==> src/shared/dram_host_pkg.sv <==
// Constants, timing counts and state type shared by the multiplexed-address DRAM host controller.
package dram_host_pkg;
   // ***********************************************************************
   // Device timing in nanoseconds (pause in microseconds, refresh period in milliseconds), worst speed grade
   // ***********************************************************************
   localparam int CLK_NS = 40;
   localparam int RP_NS = 100;
   localparam int RAS_MIN_NS = 150;
   localparam int CAS_MIN_NS = 75;
   localparam int CAC_NS = 75;
   localparam int WP_NS = 45;
   localparam int CP_NS = 60;
   localparam int RAS_MAX_NS = 10000;
   localparam int PAUSE_US = 100;
   localparam int REF_PERIOD_MS = 2;

   // ***********************************************************************
   // Cycle counts at the reference clock rate
   // ***********************************************************************
   localparam int RP_CYC = (RP_NS + CLK_NS - 1) / CLK_NS;
   localparam int RAS_MIN_CYC = (RAS_MIN_NS + CLK_NS - 1) / CLK_NS;
   localparam int CAS_MIN_CYC = (CAS_MIN_NS + CLK_NS - 1) / CLK_NS;
   localparam int CAC_CYC = (CAC_NS + CLK_NS - 1) / CLK_NS;
   localparam int WP_CYC = (WP_NS + CLK_NS - 1) / CLK_NS;
   localparam int CP_CYC = (CP_NS + CLK_NS - 1) / CLK_NS;
   localparam int RAS_MAX_CYC = RAS_MAX_NS / CLK_NS;
   localparam int PAUSE_CYC = (PAUSE_US * 1000 + CLK_NS - 1) / CLK_NS;
   localparam int REF_PERIOD_CYC = REF_PERIOD_MS * 1000000 / CLK_NS;
   localparam int SYNC_LAT = 4;
   localparam int CAS_RD_CYC = CAC_CYC + SYNC_LAT + 1;
   localparam int PAGE_MARGIN = 24;
   localparam int REF_SLACK = 32;

   // ***********************************************************************
   // Geometry and counter widths
   // ***********************************************************************
   localparam int ADDR_W = 16;
   localparam int ROW_W = 8;
   localparam int REF_ROWS = 128;
   localparam int REF_ROW_W = 7;
   localparam int INIT_CYCLES = 8;
   localparam int TM_W = 12;
   localparam int RCNT_W = 9;
   localparam int INIT_W = 4;

   localparam logic [TM_W-1:0] TM_PAUSE = TM_W'(PAUSE_CYC - 1);
   localparam logic [TM_W-1:0] TM_RP = TM_W'(RP_CYC - 1);
   localparam logic [TM_W-1:0] TM_CP = TM_W'(CP_CYC - 1);
   localparam logic [TM_W-1:0] TM_WP = TM_W'(WP_CYC - 1);
   localparam logic [TM_W-1:0] TM_CAS_RD = TM_W'(CAS_RD_CYC - 1);
   localparam logic [TM_W-1:0] TM_CAS_WR = TM_W'(CAS_MIN_CYC - 1);
   localparam logic [TM_W-1:0] TM_ONE = 12'h001;
   localparam logic [RCNT_W-1:0] RCNT_RAS_MIN = RCNT_W'(RAS_MIN_CYC - 1);
   localparam logic [RCNT_W-1:0] RCNT_PAGE_LIMIT = RCNT_W'(RAS_MAX_CYC - PAGE_MARGIN);
   localparam logic [RCNT_W-1:0] RCNT_ONE = 9'h001;
   localparam logic [RCNT_W-1:0] RCNT_MAX = 9'h1ff;
   localparam logic [INIT_W-1:0] INIT_LOAD = INIT_W'(INIT_CYCLES);
   localparam logic [INIT_W-1:0] INIT_ONE = 4'h1;
   localparam logic [REF_ROW_W-1:0] REF_ROW_ONE = 7'h01;

   typedef enum logic [3:0] {
      ST_PAUSE, ST_IDLE, ST_RAS, ST_RFSH, ST_COL, ST_CAS, ST_WE, ST_END, ST_PAGE, ST_HPRE, ST_HRAS, ST_PRE
   } state_t;
endpackage

==> src/core/pin_sync.sv <==
// Three-stage input synchroniser that accepts a new level once stages two and three agree.
`timescale 1ns/1ps
`default_nettype none
module pin_sync #(
   parameter int WIDTH = 1
) (
   input wire logic ref_clk, // System clock.
   input wire logic rst_n, // Asynchronous reset, active low.
   input wire logic [WIDTH-1:0] pin_in, // Raw level from outside the clock domain.
   output logic [WIDTH-1:0] level_out // Filtered level.
);
   logic [WIDTH-1:0] s1_reg, s2_reg, s3_reg, lvl_reg;
   logic [WIDTH-1:0] s1_next, s2_next, s3_next, lvl_next;

   always_comb begin
      s1_next = pin_in;
      s2_next = s1_reg;
      s3_next = s2_reg;
      // A bit whose two late stages disagree keeps its previous level.
      lvl_next = (s2_reg & s3_reg) | (lvl_reg & (s2_reg ^ s3_reg));
   end

   always_ff @(posedge ref_clk or negedge rst_n) begin
      if (!rst_n) begin
         s1_reg <= '0;
         s2_reg <= '0;
         s3_reg <= '0;
         lvl_reg <= '0;
      end else begin
         s1_reg <= s1_next;
         s2_reg <= s2_next;
         s3_reg <= s3_next;
         lvl_reg <= lvl_next;
      end
   end

   assign level_out = lvl_reg;
endmodule
`default_nettype wire

==> src/core/dram_host_ctrl.sv <==
// Host controller that drives a 64K x 1 multiplexed-address DRAM through its strobe pins.
`timescale 1ns/1ps
`default_nettype none
// Summary of operation
// - 16-bit address goes out as an 8-bit row, then an 8-bit column.
// - Row strobed with column strobe high, then column address strobed.
// - Cycle ends with both strobes high; row strobe stays high for precharge.
// - Never end a cycle before minimum row and column strobe widths.
// - Read keeps write strobe high; output floats until data is valid.
// - Write data is valid by the later of write or column strobe fall.
// - Early write drops write strobe before column strobe; output floats.
// - Read-modify-write drops write strobe after column strobe; old data shows.
// - Every row is refreshed within each 2 ms interval.
// - Refresh strobes a row address with the column strobe high.
// - Hidden refresh keeps column strobe low and cycles the row strobe.
// - Page mode keeps the row open and strobes further columns.
// - After power-up wait a pause, then issue 8 row strobe cycles.
// - After 2 ms without row strobe activity, issue eight cycles again.
// - Any row strobe pulse counts as an initialization cycle.
// - Refresh walks all 128 row addresses within the refresh period.
module dram_host_ctrl #(
   parameter int REF_PERIOD_CYC = dram_host_pkg::REF_PERIOD_CYC,
   parameter int IDLE_LIMIT_CYC = dram_host_pkg::REF_PERIOD_CYC
) (
   input wire logic ref_clk, // 25 MHz system clock.
   input wire logic rst_n, // Asynchronous reset, active low.
   input wire logic req_valid, // Access request present.
   input wire logic req_write, // Request writes the bit.
   input wire logic req_rmw, // Request reads the old bit, then writes.
   input wire logic [dram_host_pkg::ADDR_W-1:0] req_addr, // Row in the high byte, column in the low byte.
   input wire logic req_wdata, // Bit to write.
   output logic req_ready, // Request taken when high with req_valid.
   output logic rsp_valid, // One-cycle pulse with read data.
   output logic rsp_data, // Bit read from the cell.
   output logic ras_n, // Row strobe, active low.
   output logic cas_n, // Column strobe, active low.
   output logic we_n, // Write strobe, active low.
   output logic [dram_host_pkg::ROW_W-1:0] mux_addr_pins, // Multiplexed address.
   output logic dram_d, // Data into the device.
   input wire logic dram_q // Data out of the device.
);
   localparam int REF_W = $clog2(REF_PERIOD_CYC + 1);
   localparam int IDLE_W = $clog2(IDLE_LIMIT_CYC + 1);
   localparam logic [REF_W-1:0] REF_LAST = REF_W'(REF_PERIOD_CYC / dram_host_pkg::REF_ROWS
                                                 - dram_host_pkg::REF_SLACK - 1);
   localparam logic [REF_W-1:0] REF_ONE = REF_W'(1);
   localparam logic [IDLE_W-1:0] IDLE_LAST = IDLE_W'(IDLE_LIMIT_CYC - 1);
   localparam logic [IDLE_W-1:0] IDLE_ONE = IDLE_W'(1);

   // ***********************************************************************
   // State
   // ***********************************************************************
   dram_host_pkg::state_t st_reg, st_next;
   logic [dram_host_pkg::TM_W-1:0] tm_reg, tm_next;
   logic [dram_host_pkg::RCNT_W-1:0] ras_cnt_reg, ras_cnt_next;
   logic [REF_W-1:0] ref_tm_reg, ref_tm_next;
   logic [IDLE_W-1:0] idle_tm_reg, idle_tm_next;
   logic [dram_host_pkg::REF_ROW_W-1:0] ref_row_reg, ref_row_next;
   logic [dram_host_pkg::INIT_W-1:0] init_left_reg, init_left_next;
   logic [dram_host_pkg::ROW_W-1:0] row_reg, row_next, col_reg, col_next, addr_reg, addr_next;
   logic ras_n_reg, ras_n_next, cas_n_reg, cas_n_next, we_n_reg, we_n_next;
   logic din_reg, din_next, wdata_reg, wdata_next;
   logic wr_reg, wr_next, rmw_reg, rmw_next, is_ref_reg, is_ref_next, go_reg, go_next;
   logic ref_pend_reg, ref_pend_next, ready_reg, ready_next;
   logic rsp_valid_reg, rsp_valid_next, rsp_data_reg, rsp_data_next;
   logic take, tm_done, ras_rise, ref_fire, ref_clr, reinit, q_sync;
   logic [dram_host_pkg::ROW_W-1:0] ref_addr;

   pin_sync #(.WIDTH(1)) u_q_sync (
      .ref_clk(ref_clk),
      .rst_n(rst_n),
      .pin_in(dram_q),
      .level_out(q_sync)
   );

   // ***********************************************************************
   // Cycle sequencer and timers
   // ***********************************************************************
   always_comb begin
      st_next = st_reg;
      tm_done = (tm_reg == '0);
      tm_next = tm_done ? tm_reg : tm_reg - dram_host_pkg::TM_ONE;
      ras_n_next = ras_n_reg;
      cas_n_next = cas_n_reg;
      we_n_next = we_n_reg;
      addr_next = addr_reg;
      din_next = din_reg;
      row_next = row_reg;
      col_next = col_reg;
      wdata_next = wdata_reg;
      wr_next = wr_reg;
      rmw_next = rmw_reg;
      is_ref_next = is_ref_reg;
      go_next = go_reg;
      ref_row_next = ref_row_reg;
      ref_clr = 1'b0;
      rsp_valid_next = 1'b0;
      rsp_data_next = rsp_data_reg;
      take = req_valid && ready_reg;
      ref_addr = {1'b0, ref_row_reg};
      if (take) begin
         row_next = req_addr[dram_host_pkg::ADDR_W-1:dram_host_pkg::ROW_W];
         col_next = req_addr[dram_host_pkg::ROW_W-1:0];
         wr_next = req_write || req_rmw;
         rmw_next = req_rmw;
         wdata_next = req_wdata;
         is_ref_next = 1'b0;
      end
      unique case (st_reg)
         dram_host_pkg::ST_PAUSE: begin
            if (tm_done) begin
               st_next = dram_host_pkg::ST_IDLE;
            end
         end
         dram_host_pkg::ST_IDLE: begin
            if (take) begin
               addr_next = row_next;
               st_next = dram_host_pkg::ST_RAS;
            end else if (ref_pend_reg || init_left_reg != '0) begin
               addr_next = ref_addr;
               is_ref_next = 1'b1;
               st_next = dram_host_pkg::ST_RAS;
            end
         end
         dram_host_pkg::ST_RAS: begin
            ras_n_next = 1'b0;
            if (is_ref_reg) begin
               ref_clr = 1'b1;
               ref_row_next = ref_row_reg + dram_host_pkg::REF_ROW_ONE;
               st_next = dram_host_pkg::ST_RFSH;
            end else begin
               st_next = dram_host_pkg::ST_COL;
            end
         end
         dram_host_pkg::ST_RFSH: begin
            if (ras_cnt_reg >= dram_host_pkg::RCNT_RAS_MIN) begin
               ras_n_next = 1'b1;
               tm_next = dram_host_pkg::TM_RP;
               st_next = dram_host_pkg::ST_PRE;
            end
         end
         dram_host_pkg::ST_COL: begin
            addr_next = col_reg;
            din_next = wdata_reg;
            we_n_next = !(wr_reg && !rmw_reg);
            st_next = dram_host_pkg::ST_CAS;
         end
         dram_host_pkg::ST_CAS: begin
            if (cas_n_reg) begin
               cas_n_next = 1'b0;
               // Column strobe falls past the row-to-column limit, so data is timed from it.
               tm_next = wr_reg && !rmw_reg ? dram_host_pkg::TM_CAS_WR : dram_host_pkg::TM_CAS_RD;
            end else if (tm_done && ras_cnt_reg >= dram_host_pkg::RCNT_RAS_MIN) begin
               if (!wr_reg || rmw_reg) begin
                  rsp_data_next = q_sync;
                  rsp_valid_next = 1'b1;
               end
               if (rmw_reg) begin
                  we_n_next = 1'b0;
                  tm_next = dram_host_pkg::TM_WP;
                  st_next = dram_host_pkg::ST_WE;
               end else begin
                  st_next = dram_host_pkg::ST_END;
               end
            end
         end
         dram_host_pkg::ST_WE: begin
            if (tm_done) begin
               st_next = dram_host_pkg::ST_END;
            end
         end
         dram_host_pkg::ST_END: begin
            we_n_next = 1'b1;
            if ((!wr_reg || rmw_reg) && ref_pend_reg) begin
               // Column strobe stays low so the read bit keeps standing on the output.
               ras_n_next = 1'b1;
               addr_next = ref_addr;
               tm_next = dram_host_pkg::TM_RP;
               st_next = dram_host_pkg::ST_HPRE;
            end else begin
               cas_n_next = 1'b1;
               tm_next = dram_host_pkg::TM_CP;
               st_next = dram_host_pkg::ST_PAGE;
            end
         end
         dram_host_pkg::ST_PAGE: begin
            if (take && row_next == row_reg) begin
               st_next = dram_host_pkg::ST_COL;
            end else if (take || tm_done) begin
               go_next = take;
               ras_n_next = 1'b1;
               tm_next = dram_host_pkg::TM_RP;
               st_next = dram_host_pkg::ST_PRE;
            end
         end
         dram_host_pkg::ST_HPRE: begin
            if (tm_done) begin
               ras_n_next = 1'b0;
               ref_clr = 1'b1;
               ref_row_next = ref_row_reg + dram_host_pkg::REF_ROW_ONE;
               st_next = dram_host_pkg::ST_HRAS;
            end
         end
         dram_host_pkg::ST_HRAS: begin
            if (ras_cnt_reg >= dram_host_pkg::RCNT_RAS_MIN) begin
               ras_n_next = 1'b1;
               cas_n_next = 1'b1;
               tm_next = dram_host_pkg::TM_RP;
               st_next = dram_host_pkg::ST_PRE;
            end
         end
         dram_host_pkg::ST_PRE: begin
            if (tm_done) begin
               if (go_reg) begin
                  go_next = 1'b0;
                  addr_next = row_reg;
                  st_next = dram_host_pkg::ST_RAS;
               end else begin
                  st_next = dram_host_pkg::ST_IDLE;
               end
            end
         end
      endcase

      ras_cnt_next = ras_n_reg ? '0 :
                     (ras_cnt_reg == dram_host_pkg::RCNT_MAX ? ras_cnt_reg : ras_cnt_reg + dram_host_pkg::RCNT_ONE);
      ras_rise = !ras_n_reg && ras_n_next;
      ref_fire = (ref_tm_reg == REF_LAST);
      // The refresh timer rests during the power-up pause, since the device holds no data yet.
      ref_tm_next = (ref_fire || st_reg == dram_host_pkg::ST_PAUSE) ? '0 : ref_tm_reg + REF_ONE;
      ref_pend_next = ref_fire || (ref_pend_reg && !ref_clr);
      reinit = (idle_tm_reg == IDLE_LAST) && !ras_rise;
      idle_tm_next = (ras_rise || reinit) ? '0 : idle_tm_reg + IDLE_ONE;
      if (reinit) begin
         init_left_next = dram_host_pkg::INIT_LOAD;
      end else if (ras_rise && init_left_reg != '0) begin
         init_left_next = init_left_reg - dram_host_pkg::INIT_ONE;
      end else begin
         init_left_next = init_left_reg;
      end
      ready_next = init_left_next == '0 && !ref_pend_next && !go_next &&
                   (st_next == dram_host_pkg::ST_IDLE ||
                    (st_next == dram_host_pkg::ST_PAGE && tm_next == '0 &&
                     ras_cnt_next < dram_host_pkg::RCNT_PAGE_LIMIT));
   end

   always_ff @(posedge ref_clk or negedge rst_n) begin
      if (!rst_n) begin
         st_reg <= dram_host_pkg::ST_PAUSE;
         tm_reg <= dram_host_pkg::TM_PAUSE;
         ras_cnt_reg <= '0;
         ref_tm_reg <= '0;
         idle_tm_reg <= '0;
         ref_row_reg <= '0;
         init_left_reg <= dram_host_pkg::INIT_LOAD;
         row_reg <= '0;
         col_reg <= '0;
         addr_reg <= '0;
         ras_n_reg <= 1'b1;
         cas_n_reg <= 1'b1;
         we_n_reg <= 1'b1;
         din_reg <= 1'b0;
         wdata_reg <= 1'b0;
         wr_reg <= 1'b0;
         rmw_reg <= 1'b0;
         is_ref_reg <= 1'b0;
         go_reg <= 1'b0;
         ref_pend_reg <= 1'b0;
         ready_reg <= 1'b0;
         rsp_valid_reg <= 1'b0;
         rsp_data_reg <= 1'b0;
      end else begin
         st_reg <= st_next;
         tm_reg <= tm_next;
         ras_cnt_reg <= ras_cnt_next;
         ref_tm_reg <= ref_tm_next;
         idle_tm_reg <= idle_tm_next;
         ref_row_reg <= ref_row_next;
         init_left_reg <= init_left_next;
         row_reg <= row_next;
         col_reg <= col_next;
         addr_reg <= addr_next;
         ras_n_reg <= ras_n_next;
         cas_n_reg <= cas_n_next;
         we_n_reg <= we_n_next;
         din_reg <= din_next;
         wdata_reg <= wdata_next;
         wr_reg <= wr_next;
         rmw_reg <= rmw_next;
         is_ref_reg <= is_ref_next;
         go_reg <= go_next;
         ref_pend_reg <= ref_pend_next;
         ready_reg <= ready_next;
         rsp_valid_reg <= rsp_valid_next;
         rsp_data_reg <= rsp_data_next;
      end
   end

   assign req_ready = ready_reg;
   assign rsp_valid = rsp_valid_reg;
   assign rsp_data = rsp_data_reg;
   assign ras_n = ras_n_reg;
   assign cas_n = cas_n_reg;
   assign we_n = we_n_reg;
   assign mux_addr_pins = addr_reg;
   assign dram_d = din_reg;
endmodule
`default_nettype wire

==> config.mk <==
export PLATFORM = sky130hd
export DESIGN_NAME = dram_host_ctrl
export DESIGN_NICKNAME = d
export VERILOG_FILES = /design/src/shared/dram_host_pkg.sv /design/src/core/pin_sync.sv /design/src/core/dram_host_ctrl.sv
export SDC_FILE = /design/constraint.sdc
export NUM_CORES = 1
export LEC_CHECK = 0
export BUFFER_PORTS_ARGS = -buffer_cell sky130_fd_sc_hd__buf_2
export CAP_MARGIN = 20
export CORE_ASPECT_RATIO = 0.6
export CORE_UTILIZATION = 35
export CTS_BUF_LIST = sky130_fd_sc_hd__clkbuf_4 sky130_fd_sc_hd__clkbuf_8
export CTS_CLUSTER_SIZE = 14
export DETAILED_ROUTE_END_ITERATION = 12
export PLACE_DENSITY_LB_ADDON = 0.05
export SETUP_SLACK_MARGIN = 0.2
export SLEW_MARGIN = 20
export SYNTH_ARGS = -nofsm -noshare
export SYNTH_HDL_FRONTEND = slang
export SYNTH_SLANG_ARGS = --single-unit
export TNS_END_PERCENT = 10
==> constraint.sdc <==
create_clock -name ref_clk -period 6.2 [get_ports ref_clk]
set_input_delay 0.93 -clock ref_clk [delete_from_list [all_inputs] [get_ports ref_clk]]
set_output_delay 0.93 -clock ref_clk [all_outputs]
set_load 0.02 [all_outputs]
### After elaboration in Yosys (flattened, before gate mapping)

Cells that the tools add are included.
W data, S select, Z words.

* register bits: 109
* logic and storage cells: 183

* add/sub/neg operators: 6
* order comparisons: 2
* equal/unequal tests: 28
* muxes and demuxes: 70
* bitwise gates (word level): 5
* reductions and logical operators: 45

Operators by type and width (number)
* $mux W12: 7
* $mux W4: 13
* $mux W8: 6
* $pmux W12 S4: 1
* $pmux W4 S11: 1
* $add A16 B1 Y16 const B: 2
* $mux W16: 2
* $pmux W8 S4: 1
* $mux W1: 25
* $logic_not A12 Y1: 2
* $eq A4 B4 Y1 const B: 5
* $ne A2 B2 Y1 const B: 10
* $mux W9: 2
* $eq A16 B16 Y1 const B: 1
* $eq A16 B9 Y1 const B: 1
* $eq A4 B3 Y1 const B: 4
* $logic_and A1 B1 Y1: 14
* $mux W7: 2
* $pmux W7 S2: 1
* $sub A12 B1 Y12 const B: 1
* $add A9 B1 Y9 const B: 1
* $eq A9 B9 Y1 const B: 1
* $ge A9 B2 Y1 const B: 1
* $lt A9 B8 Y1 const B: 1
* 25 further kinds: 51

### Depth between registers and ports, before layout

Gate-level depths: netlist of run 1.

* word-level depth: 14
* mapped depth: 11
* depth with buffers taken out: 10

### Modules after synthesis

A second synthesis of run 1 with hierarchy kept.

* cells, all modules: 637
* area, all modules: 5911.9 um^2

Modules (own cells, without submodules)
* dram_host_ctrl: instances 1, cells an instance 631, area each 5791.8 um^2, sequential area each 2640.0 um^2
* pin_sync: instances 1, cells an instance 6, area each 120.1 um^2, sequential area each 100.1 um^2

### Worst setup path before layout of run 1

No wires, ideal clock.

* path kind: input port to flip-flop
* from: input req_addr[15] in the netlist's numbering
* to: register ready_reg, in the netlist req_ready
* arrival time: 2711 ps
* setup slack: 3421 ps
* stages: 8
* cell sequence: xor2_1 > nor4_2 > a31oi_4 > a211oi_2 > o211ai_2 > nor4_2 > a41o_1 > and4b_1

* elaborated cells on any way between the ends: 28
* classes of those cells: eq/ne: 3; mux: 11; reduce/logical: 14

RTL lines
* from (decl): RTL line dram_host_ctrl.sv:30 `input wire logic [dram_host_pkg::ADDR_W-1:0] req_addr,`
* $mux W8: RTL line dram_host_ctrl.sv:101 `if (take) begin`
* $eq A8 B8 Y1: RTL line dram_host_ctrl.sv:187 `if (take && row_next == row_reg) begin`
* $logic_and A1 B1 Y1: RTL line dram_host_ctrl.sv:187
* $mux W12: RTL line dram_host_ctrl.sv:187
* $pmux W12 S4: RTL line dram_host_ctrl.sv:109 `unique case (st_reg)`
* named net tm_next, one bit: RTL line dram_host_ctrl.sv:54 `logic [dram_host_pkg::TM_W-1:0] tm_reg, tm_next;`
* $logic_not A12 Y1: RTL line dram_host_ctrl.sv:243 `(st_next == dram_host_pkg::ST_PAGE && tm_next == '0 &&`
* $logic_and A1 B1 Y1 (2 in a row): RTL line dram_host_ctrl.sv:243
* $logic_or A1 B1 Y1: RTL line dram_host_ctrl.sv:242 `(st_next == dram_host_pkg::ST_IDLE ||`
* $logic_and A1 B1 Y1: RTL line dram_host_ctrl.sv:241 `ready_next = init_left_next == '0 && !ref_pend_next && !go_next &&`
* named net ready_next: RTL line dram_host_ctrl.sv:64 `logic ref_pend_reg, ref_pend_next, ready_reg, ready_next;`
* to (signal assigned): RTL line dram_host_ctrl.sv:293 `ready_reg <= ready_next;`
* to (decl): RTL line dram_host_ctrl.sv:64

The timed path passes the listed nets, and every way through them passes these cells.
A chain may end at the register's enable or synchronous reset.

### Worst setup path after layout of run 1

* from: register st_reg[2]
* to: register ready_reg, in the netlist req_ready

* cells in the longest elaborated chain, start to end: 11
* elaborated cells on any way between the ends: 50
* classes of those cells: eq/ne: 13; mux: 18; reduce/logical: 19

RTL lines
* from (decl): RTL line dram_host_ctrl.sv:53 `dram_host_pkg::state_t st_reg, st_next;`
* from (signal assigned): RTL line dram_host_ctrl.sv:249 `st_reg <= dram_host_pkg::ST_PAUSE;`
* from (signal assigned): RTL line dram_host_ctrl.sv:273 `st_reg <= st_next;`
* $eq A4 B4 Y1 or $eq A4 B2 Y1 (tied branches): RTL line dram_host_ctrl.sv:109
* $reduce_or A2 Y1 (no line)
* $pmux W1 S5: RTL line dram_host_ctrl.sv:109
* $logic_and A1 B1 Y1: RTL line dram_host_ctrl.sv:227 `ras_rise = !ras_n_reg && ras_n_next;`
* $logic_and A1 B1 Y1 or $logic_not A1 Y1 (tied branches): RTL line dram_host_ctrl.sv:236, dram_host_ctrl.sv:232
* $mux W4 or $logic_and A1 B1 Y1 (tied branches): RTL line dram_host_ctrl.sv:236, dram_host_ctrl.sv:232
* $mux W4: RTL line dram_host_ctrl.sv:234 `if (reinit) begin`
* $logic_not A4 Y1: RTL line dram_host_ctrl.sv:241
* $logic_and A1 B1 Y1 (2 in a row): RTL line dram_host_ctrl.sv:241
* $logic_and A1 B1 Y1 *: RTL line dram_host_ctrl.sv:241
* named net ready_next: RTL line dram_host_ctrl.sv:64

Mark *: on every way through the listed nets, which the timed path passes. The rest lies on a longest branch.

==> metrics.txt, run 1 <==
Seq/Total Area, Yosys 45.6%; later-pin clock latency in the skew report 0.39 ns; cells after synthesis 648; Ports 38; Die Y 104 um; Synth Net Count 681; cell area after synthesis 0.00601 mm^2; Post-Synth XOR/XNOR Area 7.87%; HPWL Detailed 10.4 mm; Critical Path Fanout Max 19; die width 171 um; row cnt 36; final antenna-violating net count 0; Synth Area in Compound Gates 13.7%; Pwr Total 0.00117 W; combinational power share 2.4%; outcome completed; core area 0.0165 mm^2; clk root buf clkbuf_8; async set or reset register ratio after synthesis 100%; post-synthesis simple-gate area fraction 26.0%; fmax 0.310 GHz; DP Cell Count 889; Remaining DRCs 0; Post CTS Setup Buffer Count 0; Core Util, Final 39.7%; first-pass GRT wire length 24.0 mm; CTS tree done; CTS buffer count 9; Net Sw Power 0.000289 W; Worst Path Required 6.53 ns; Area Overhead vs Synth 8.83%; post-synth top area cell dfrtp_1; Setup Skew 0.0207 ns; Power Dens Cells 179 mW/mm^2; fin crit period 3.22 ns; initial core utilization 36.5%; CP Capture Type flip-flop; GRT Resource Usage Total 17.3%; total grt overflow 0; register share of total power 61.1%; FF-to-FF setup slack 2.98 ns; setup tns final 0 ns; RSZ-0062 raised after global routing no; fraction of layout cells with a size suffix above 1 14.9%; Critical Path Source Type flip-flop; Routed WL 14.5 mm; largest net degree at the start of global routing 59; Final setup viols 0; Post-CTS Resized 0; routability congestion estimate 0.819; Max H-tree Level 3; average wire per standard cell 16.0 um; vias per cell 5.20; mux share of post-synthesis cell area 0.895%; Initial DRC Count 426; initial antenna violation count 0; clock share of power 36.5%; CTS clock-pin slew for the worst setup and hold paths 0.11 ns; total clock sinks 109; adder-cell share of the synthesized area 2.08%; ranking of synthesized cells by area dfrtp_1, nand2_1, nor2_1; P_leak 3.06 nW; Hold Buf Count CTS 0; dominant synthesized flop cell dfrtp_1; Reg2Reg Depth 8; post-route insts no fill 905; vias in the first global route 4453; CTS Buffer Depth 2; Ys Warns 0; critical path arrival 3.55 ns; Fin. Hold Viols 0; Worst VDD drop 87.4 uV; IO Port Bufs 37; largest family of logic cells by synthesized area simple AND/OR/NAND/NOR gates; Vias 4706; Switching Fraction 24.7%; drt pass-1 iters 6; # diodes 0; Final Cycle Share 52.0%; Slew Limit Fails 0; Avg Inst Size Synth 9.27 um^2; Min-Delay Path Class reg -> reg; Final nets 705; Synth Register Bits 109; die area 0.0177 mm^2; worst slew pin tran 0.939 ns; top-area cell type share of the netlist area 41.2%; # Max-Cap Violations 0; Post-synth EDFFs 0; Int Power 0.000879 W; hold path cells 0; library cells used by synthesis 81; Slew HR 37.2%; CP Class reg -> reg
-- metal layers --
layer	GRT usage [%]	part of all wire [%]
met4	3.13	0.54
met1	28.6	56
met2	22.3	39
met5	0	0
met3	3.90	4.7
-- logic make-up after synthesis --
family | Yosys count
and+or+nand+nor | 306
AOI/OAI and AO/OA | 118
DFF | 109
xor gates and xnor gates | 54
buffers and inverters | 46
adders and majority gates | 10
muxes | 5
-- path summary, 6_finish.rpt --
kind | startpoint | end
max in group asynchronous | rst_n | init_left_reg[0]
worst min-delay path | u_q_sync.s1_reg | u_q_sync.s2_reg
min in group asynchronous | rst_n | col_reg[1]
worst min register to register | u_q_sync.s1_reg | u_q_sync.s2_reg
worst max register to register | st_reg[2] | req_ready
worst max-delay path | st_reg[2] | req_ready
-- worst max-delay path, cell delays in order, from the launching register on --
cell and delay [ns]:
dfrtp_1 0.75, nor2b_1 0.40, nand3_1 0.18, nor3_1 0.30, a211oi_2 0.13, o21ai_2 0.64, o21ai_0 0.25, a211oi_1 0.30
and4b_1 0.23
-- final cells by class --
type	instances	area [um^2]
Clock buffer	10	131
Clock inverter	6	55.1
Fill cell	1675	9950
Inverter	18	67.6
Multi-Input combinational cell	493	3040
Sequential cell	109	2740
Tap cell	228	285
Timing Repair Buffer	41	218
-- metrics by stage --
stage | worst slack, ns | hold slack (ns) | cell area [um^2]
2_1_floorplan | 3.42 | 0.331 | 6010
3_3_place_gp | 2.81 | 0.331 | 6350
3_5_place_dp | 2.72 | 0.336 | 6350
6_report | 2.98 | 0.361 | 6540
4_1_cts | 2.98 | 0.365 | 6540
5_1_grt | 2.63 | 0.378 | 6540
-- cells in the mapped netlist (7+ instances only) --
cell      instances
nand3_1          26
a31oi_1           9
inv_1            18
nand2_1         110
nor3_1           11
clkbuf_1         15
dfstp_2          10
o21ai_0          21
ha_1             10
nor2_1           78
dfrtp_1          99
a222oi_1          7
nand4_1           7
a21oi_1          30
xnor2_1          22
xor2_1           32
a21o_1           11
and3_1           18
-- power groups by stage --
| stage | clock network (W) | logic [W] | registers (W) |
|---|---|---|---|
| floorplan | 0 | 0.00000374 | 0.000727 |
| global placement | 0 | 0.0000291 | 0.000727 |
| detailed placement | 0 | 0.0000294 | 0.000727 |
| CTS | 0.000451 | 0.0000296 | 0.000714 |
| global route | 0.000481 | 0.0000325 | 0.000714 |
| finish | 0.000427 | 0.0000276 | 0.000713 |
-- cell usage in the layout, fill, tap and decap left out, types with 4 or more instances in the layout --
| cell | instances |
|---|---|
| ha_1 | 10 |
| dfstp_2 | 10 |
| and3_1 | 18 |
| o21ai_0 | 21 |
| a31oi_1 | 9 |
| nand3_1 | 26 |
| xnor2_1 | 22 |
| a222oi_1 | 7 |
| inv_1 | 18 |
| buf_4 | 5 |
| or3_1 | 5 |
| nor3_1 | 11 |
| clkbuf_8 | 9 |
| nor2_1 | 78 |
| a21oi_1 | 30 |
| o211ai_1 | 4 |
| xor2_1 | 32 |
| nor4_1 | 5 |
| nor4_2 | 5 |
| dfrtp_1 | 99 |
| o21ai_1 | 4 |
| nor4b_1 | 4 |
| nand2_1 | 110 |
| a211oi_1 | 5 |
| nor2b_1 | 6 |
| nand4_1 | 7 |
| buf_2 | 36 |
| a21o_1 | 11 |
Power figures use the tool's default switching activity.
==> run 2: changes to the inputs <==
- clock period: 6.2 -> 2.9 ns (I/O delays scaled with it)
==> metrics.txt, run 2 (synthesis gave the netlist of run 1 again) <==
outcome completed; Setup Skew 0.0138 ns (-0.00683 ns); later-pin clock latency in the skew report 0.39 ns (about the same); fraction of layout cells with a size suffix above 1 20.7% (+5.8 points); Slew Limit Fails 0 (unchanged); CTS buffer count 9 (unchanged); Hold Buf Count CTS 0 (unchanged); worst slew pin tran 0.615 ns (-0.323 ns); Area Overhead vs Synth 15.2%; core area 0.0165 mm^2 (unchanged); vias per cell 5.23 (+0.64%); Final Cycle Share 90.7% (+39 points); CTS tree done; Final nets 739 (+4.8%); total grt overflow 0 (unchanged); RSZ-0062 raised after global routing no; # Max-Cap Violations 0 (unchanged); GRT Resource Usage Total 18.3% (+1.0 points); WHS 0.0316 ns (-0.329 ns); Critical Path Source Type flip-flop; Initial DRC Count 498 (+17%); P_leak 3.24 nW (+5.9%); # diodes 0 (unchanged); setup tns final 0 ns (unchanged); die area 0.0177 mm^2 (unchanged); Die Y 104 um (unchanged); Vias 4914 (+4.4%); most frequent cells in the layout nand2_1, dfrtp_1, nor2_1, buf_2, buf_4; Critical Path Fanout Max 6 (-13); Seq. cell area 0.00274 mm^2 (unchanged); IO Port Bufs 37 (unchanged); Worst Path Required 3.22 ns (-3.31 ns); Worst VDD drop 204 uV (+130%); critical path arrival 2.95 ns (-0.60 ns); row cnt 36 (unchanged); CTS Buffer Depth 2 (unchanged); Power Dens Cells 364 mW/mm^2 (+100%); clk root buf clkbuf_8; HPWL Detailed 11.2 mm (+8.1%); most common cell after layout, fill and taps aside nand2_1; Core Util, Final 42.0% (+2.3 points); average wire per standard cell 16.4 um (+2.7%); Ports 38 (unchanged); Remaining DRCs 0 (unchanged); Fin. Hold Viols 0 (unchanged); initial antenna violation count 0 (unchanged); Routed WL 15.4 mm (+6.6%); largest net degree at the start of global routing 46 (-22%); total clock sinks 109 (unchanged); fmax 0.380 GHz (+23%); drt pass-1 iters 5 (-1); Final setup viols 0 (unchanged); final antenna-violating net count 0 (unchanged); Min-Delay Path Class in -> async; Slew HR 59.0% (+22 points); vias in the first global route 4684 (+5.2%); CTS clock-pin slew for the worst setup and hold paths 0.11 ns (about the same); initial core utilization 36.5% (unchanged); routability congestion estimate 0.867 (+5.9%); first-pass GRT wire length 25.2 mm (+5.1%); fin crit period 2.63 ns (-0.596 ns); die width 171 um (unchanged); Max H-tree Level 3 (unchanged); layout filler cell count 1690 (+0.90%); footprint of the multi-input gates 0.00314 mm^2 (+3.1%); CP Class reg -> reg; CP Capture Type flip-flop
## run 2: metrics by stage
step                total power [W]  instance area (um^2)  std cells  setup slack (ns)
floorplan                   0.00156                  6010        648             0.391
global placement            0.00162                  6550        914             0.144
detailed placement          0.00162                  6550        914            0.0778
CTS                         0.00256                  6790        930             0.209
global route                0.00263                  6930        939             0.207
finish                      0.00252                  6930        939             0.271
## run 2: repair_timing
item                                   in CTS  in global routing
pin swaps                                   2                  6
resized for setup                           7                 18
setup buffers                               0                  9
endpoints found under the hold margin       0                  0
setup endpoints to repair                   1                  8
## run 2: final timing paths
path,start,to,slack (ns),cells after the start
worst max-delay path,tm_reg[0],req_ready,0.27,10
worst min-delay path,rst_n,ref_tm_reg[2],0.03,1
worst max register to register,tm_reg[0],req_ready,0.27,10
worst min register to register,u_q_sync.s1_reg,u_q_sync.s2_reg,0.37,0
max in group asynchronous,rst_n,tm_reg[6],2.11,2
min in group ref_clk,dram_q,u_q_sync.s1_reg,0.14,1
## run 2: routing by layer
| layer | GRT usage, % | share of wire (%) |
|---|---|---|
| met3 | 4.89 | 6.7 |
| met2 | 23.1 | 39 |
| met5 | 0 | 0 |
| met4 | 4.46 | 0.87 |
| met1 | 29.7 | 54 |
## run 2: cell type report
class	count	share of cell area, %
Multi-Input combinational cell	493	45.3
Sequential cell	109	39.6
Clock inverter	5	0.578
Timing Repair Buffer	75	7.24
Tap cell	228	4.12
Inverter	18	1.01
Clock buffer	11	2.19
## run 2: report_power, final
group / leakage, nW / switching (W) / internal, W
Combinational: 1.75 / 0.0000439 / 0.0000195
Clock: 0.100 / 0.000562 / 0.000368
Sequential: 1.40 / 0.00000162 / 0.00152
Total: 3.24 / 0.000608 / 0.00191
## run 2: worst max-delay path, cell delays in order, from the launching register on
cell,delay (ns)
dfstp_2,0.60
inv_4,0.06
ha_2,0.18
nor3b_4,0.18
and3_4,0.19
buf_6,0.13
o41a_1,0.30
a311o_1,0.32
o2bb2a_1,0.22
a41o_1,0.18
and4b_1,0.19
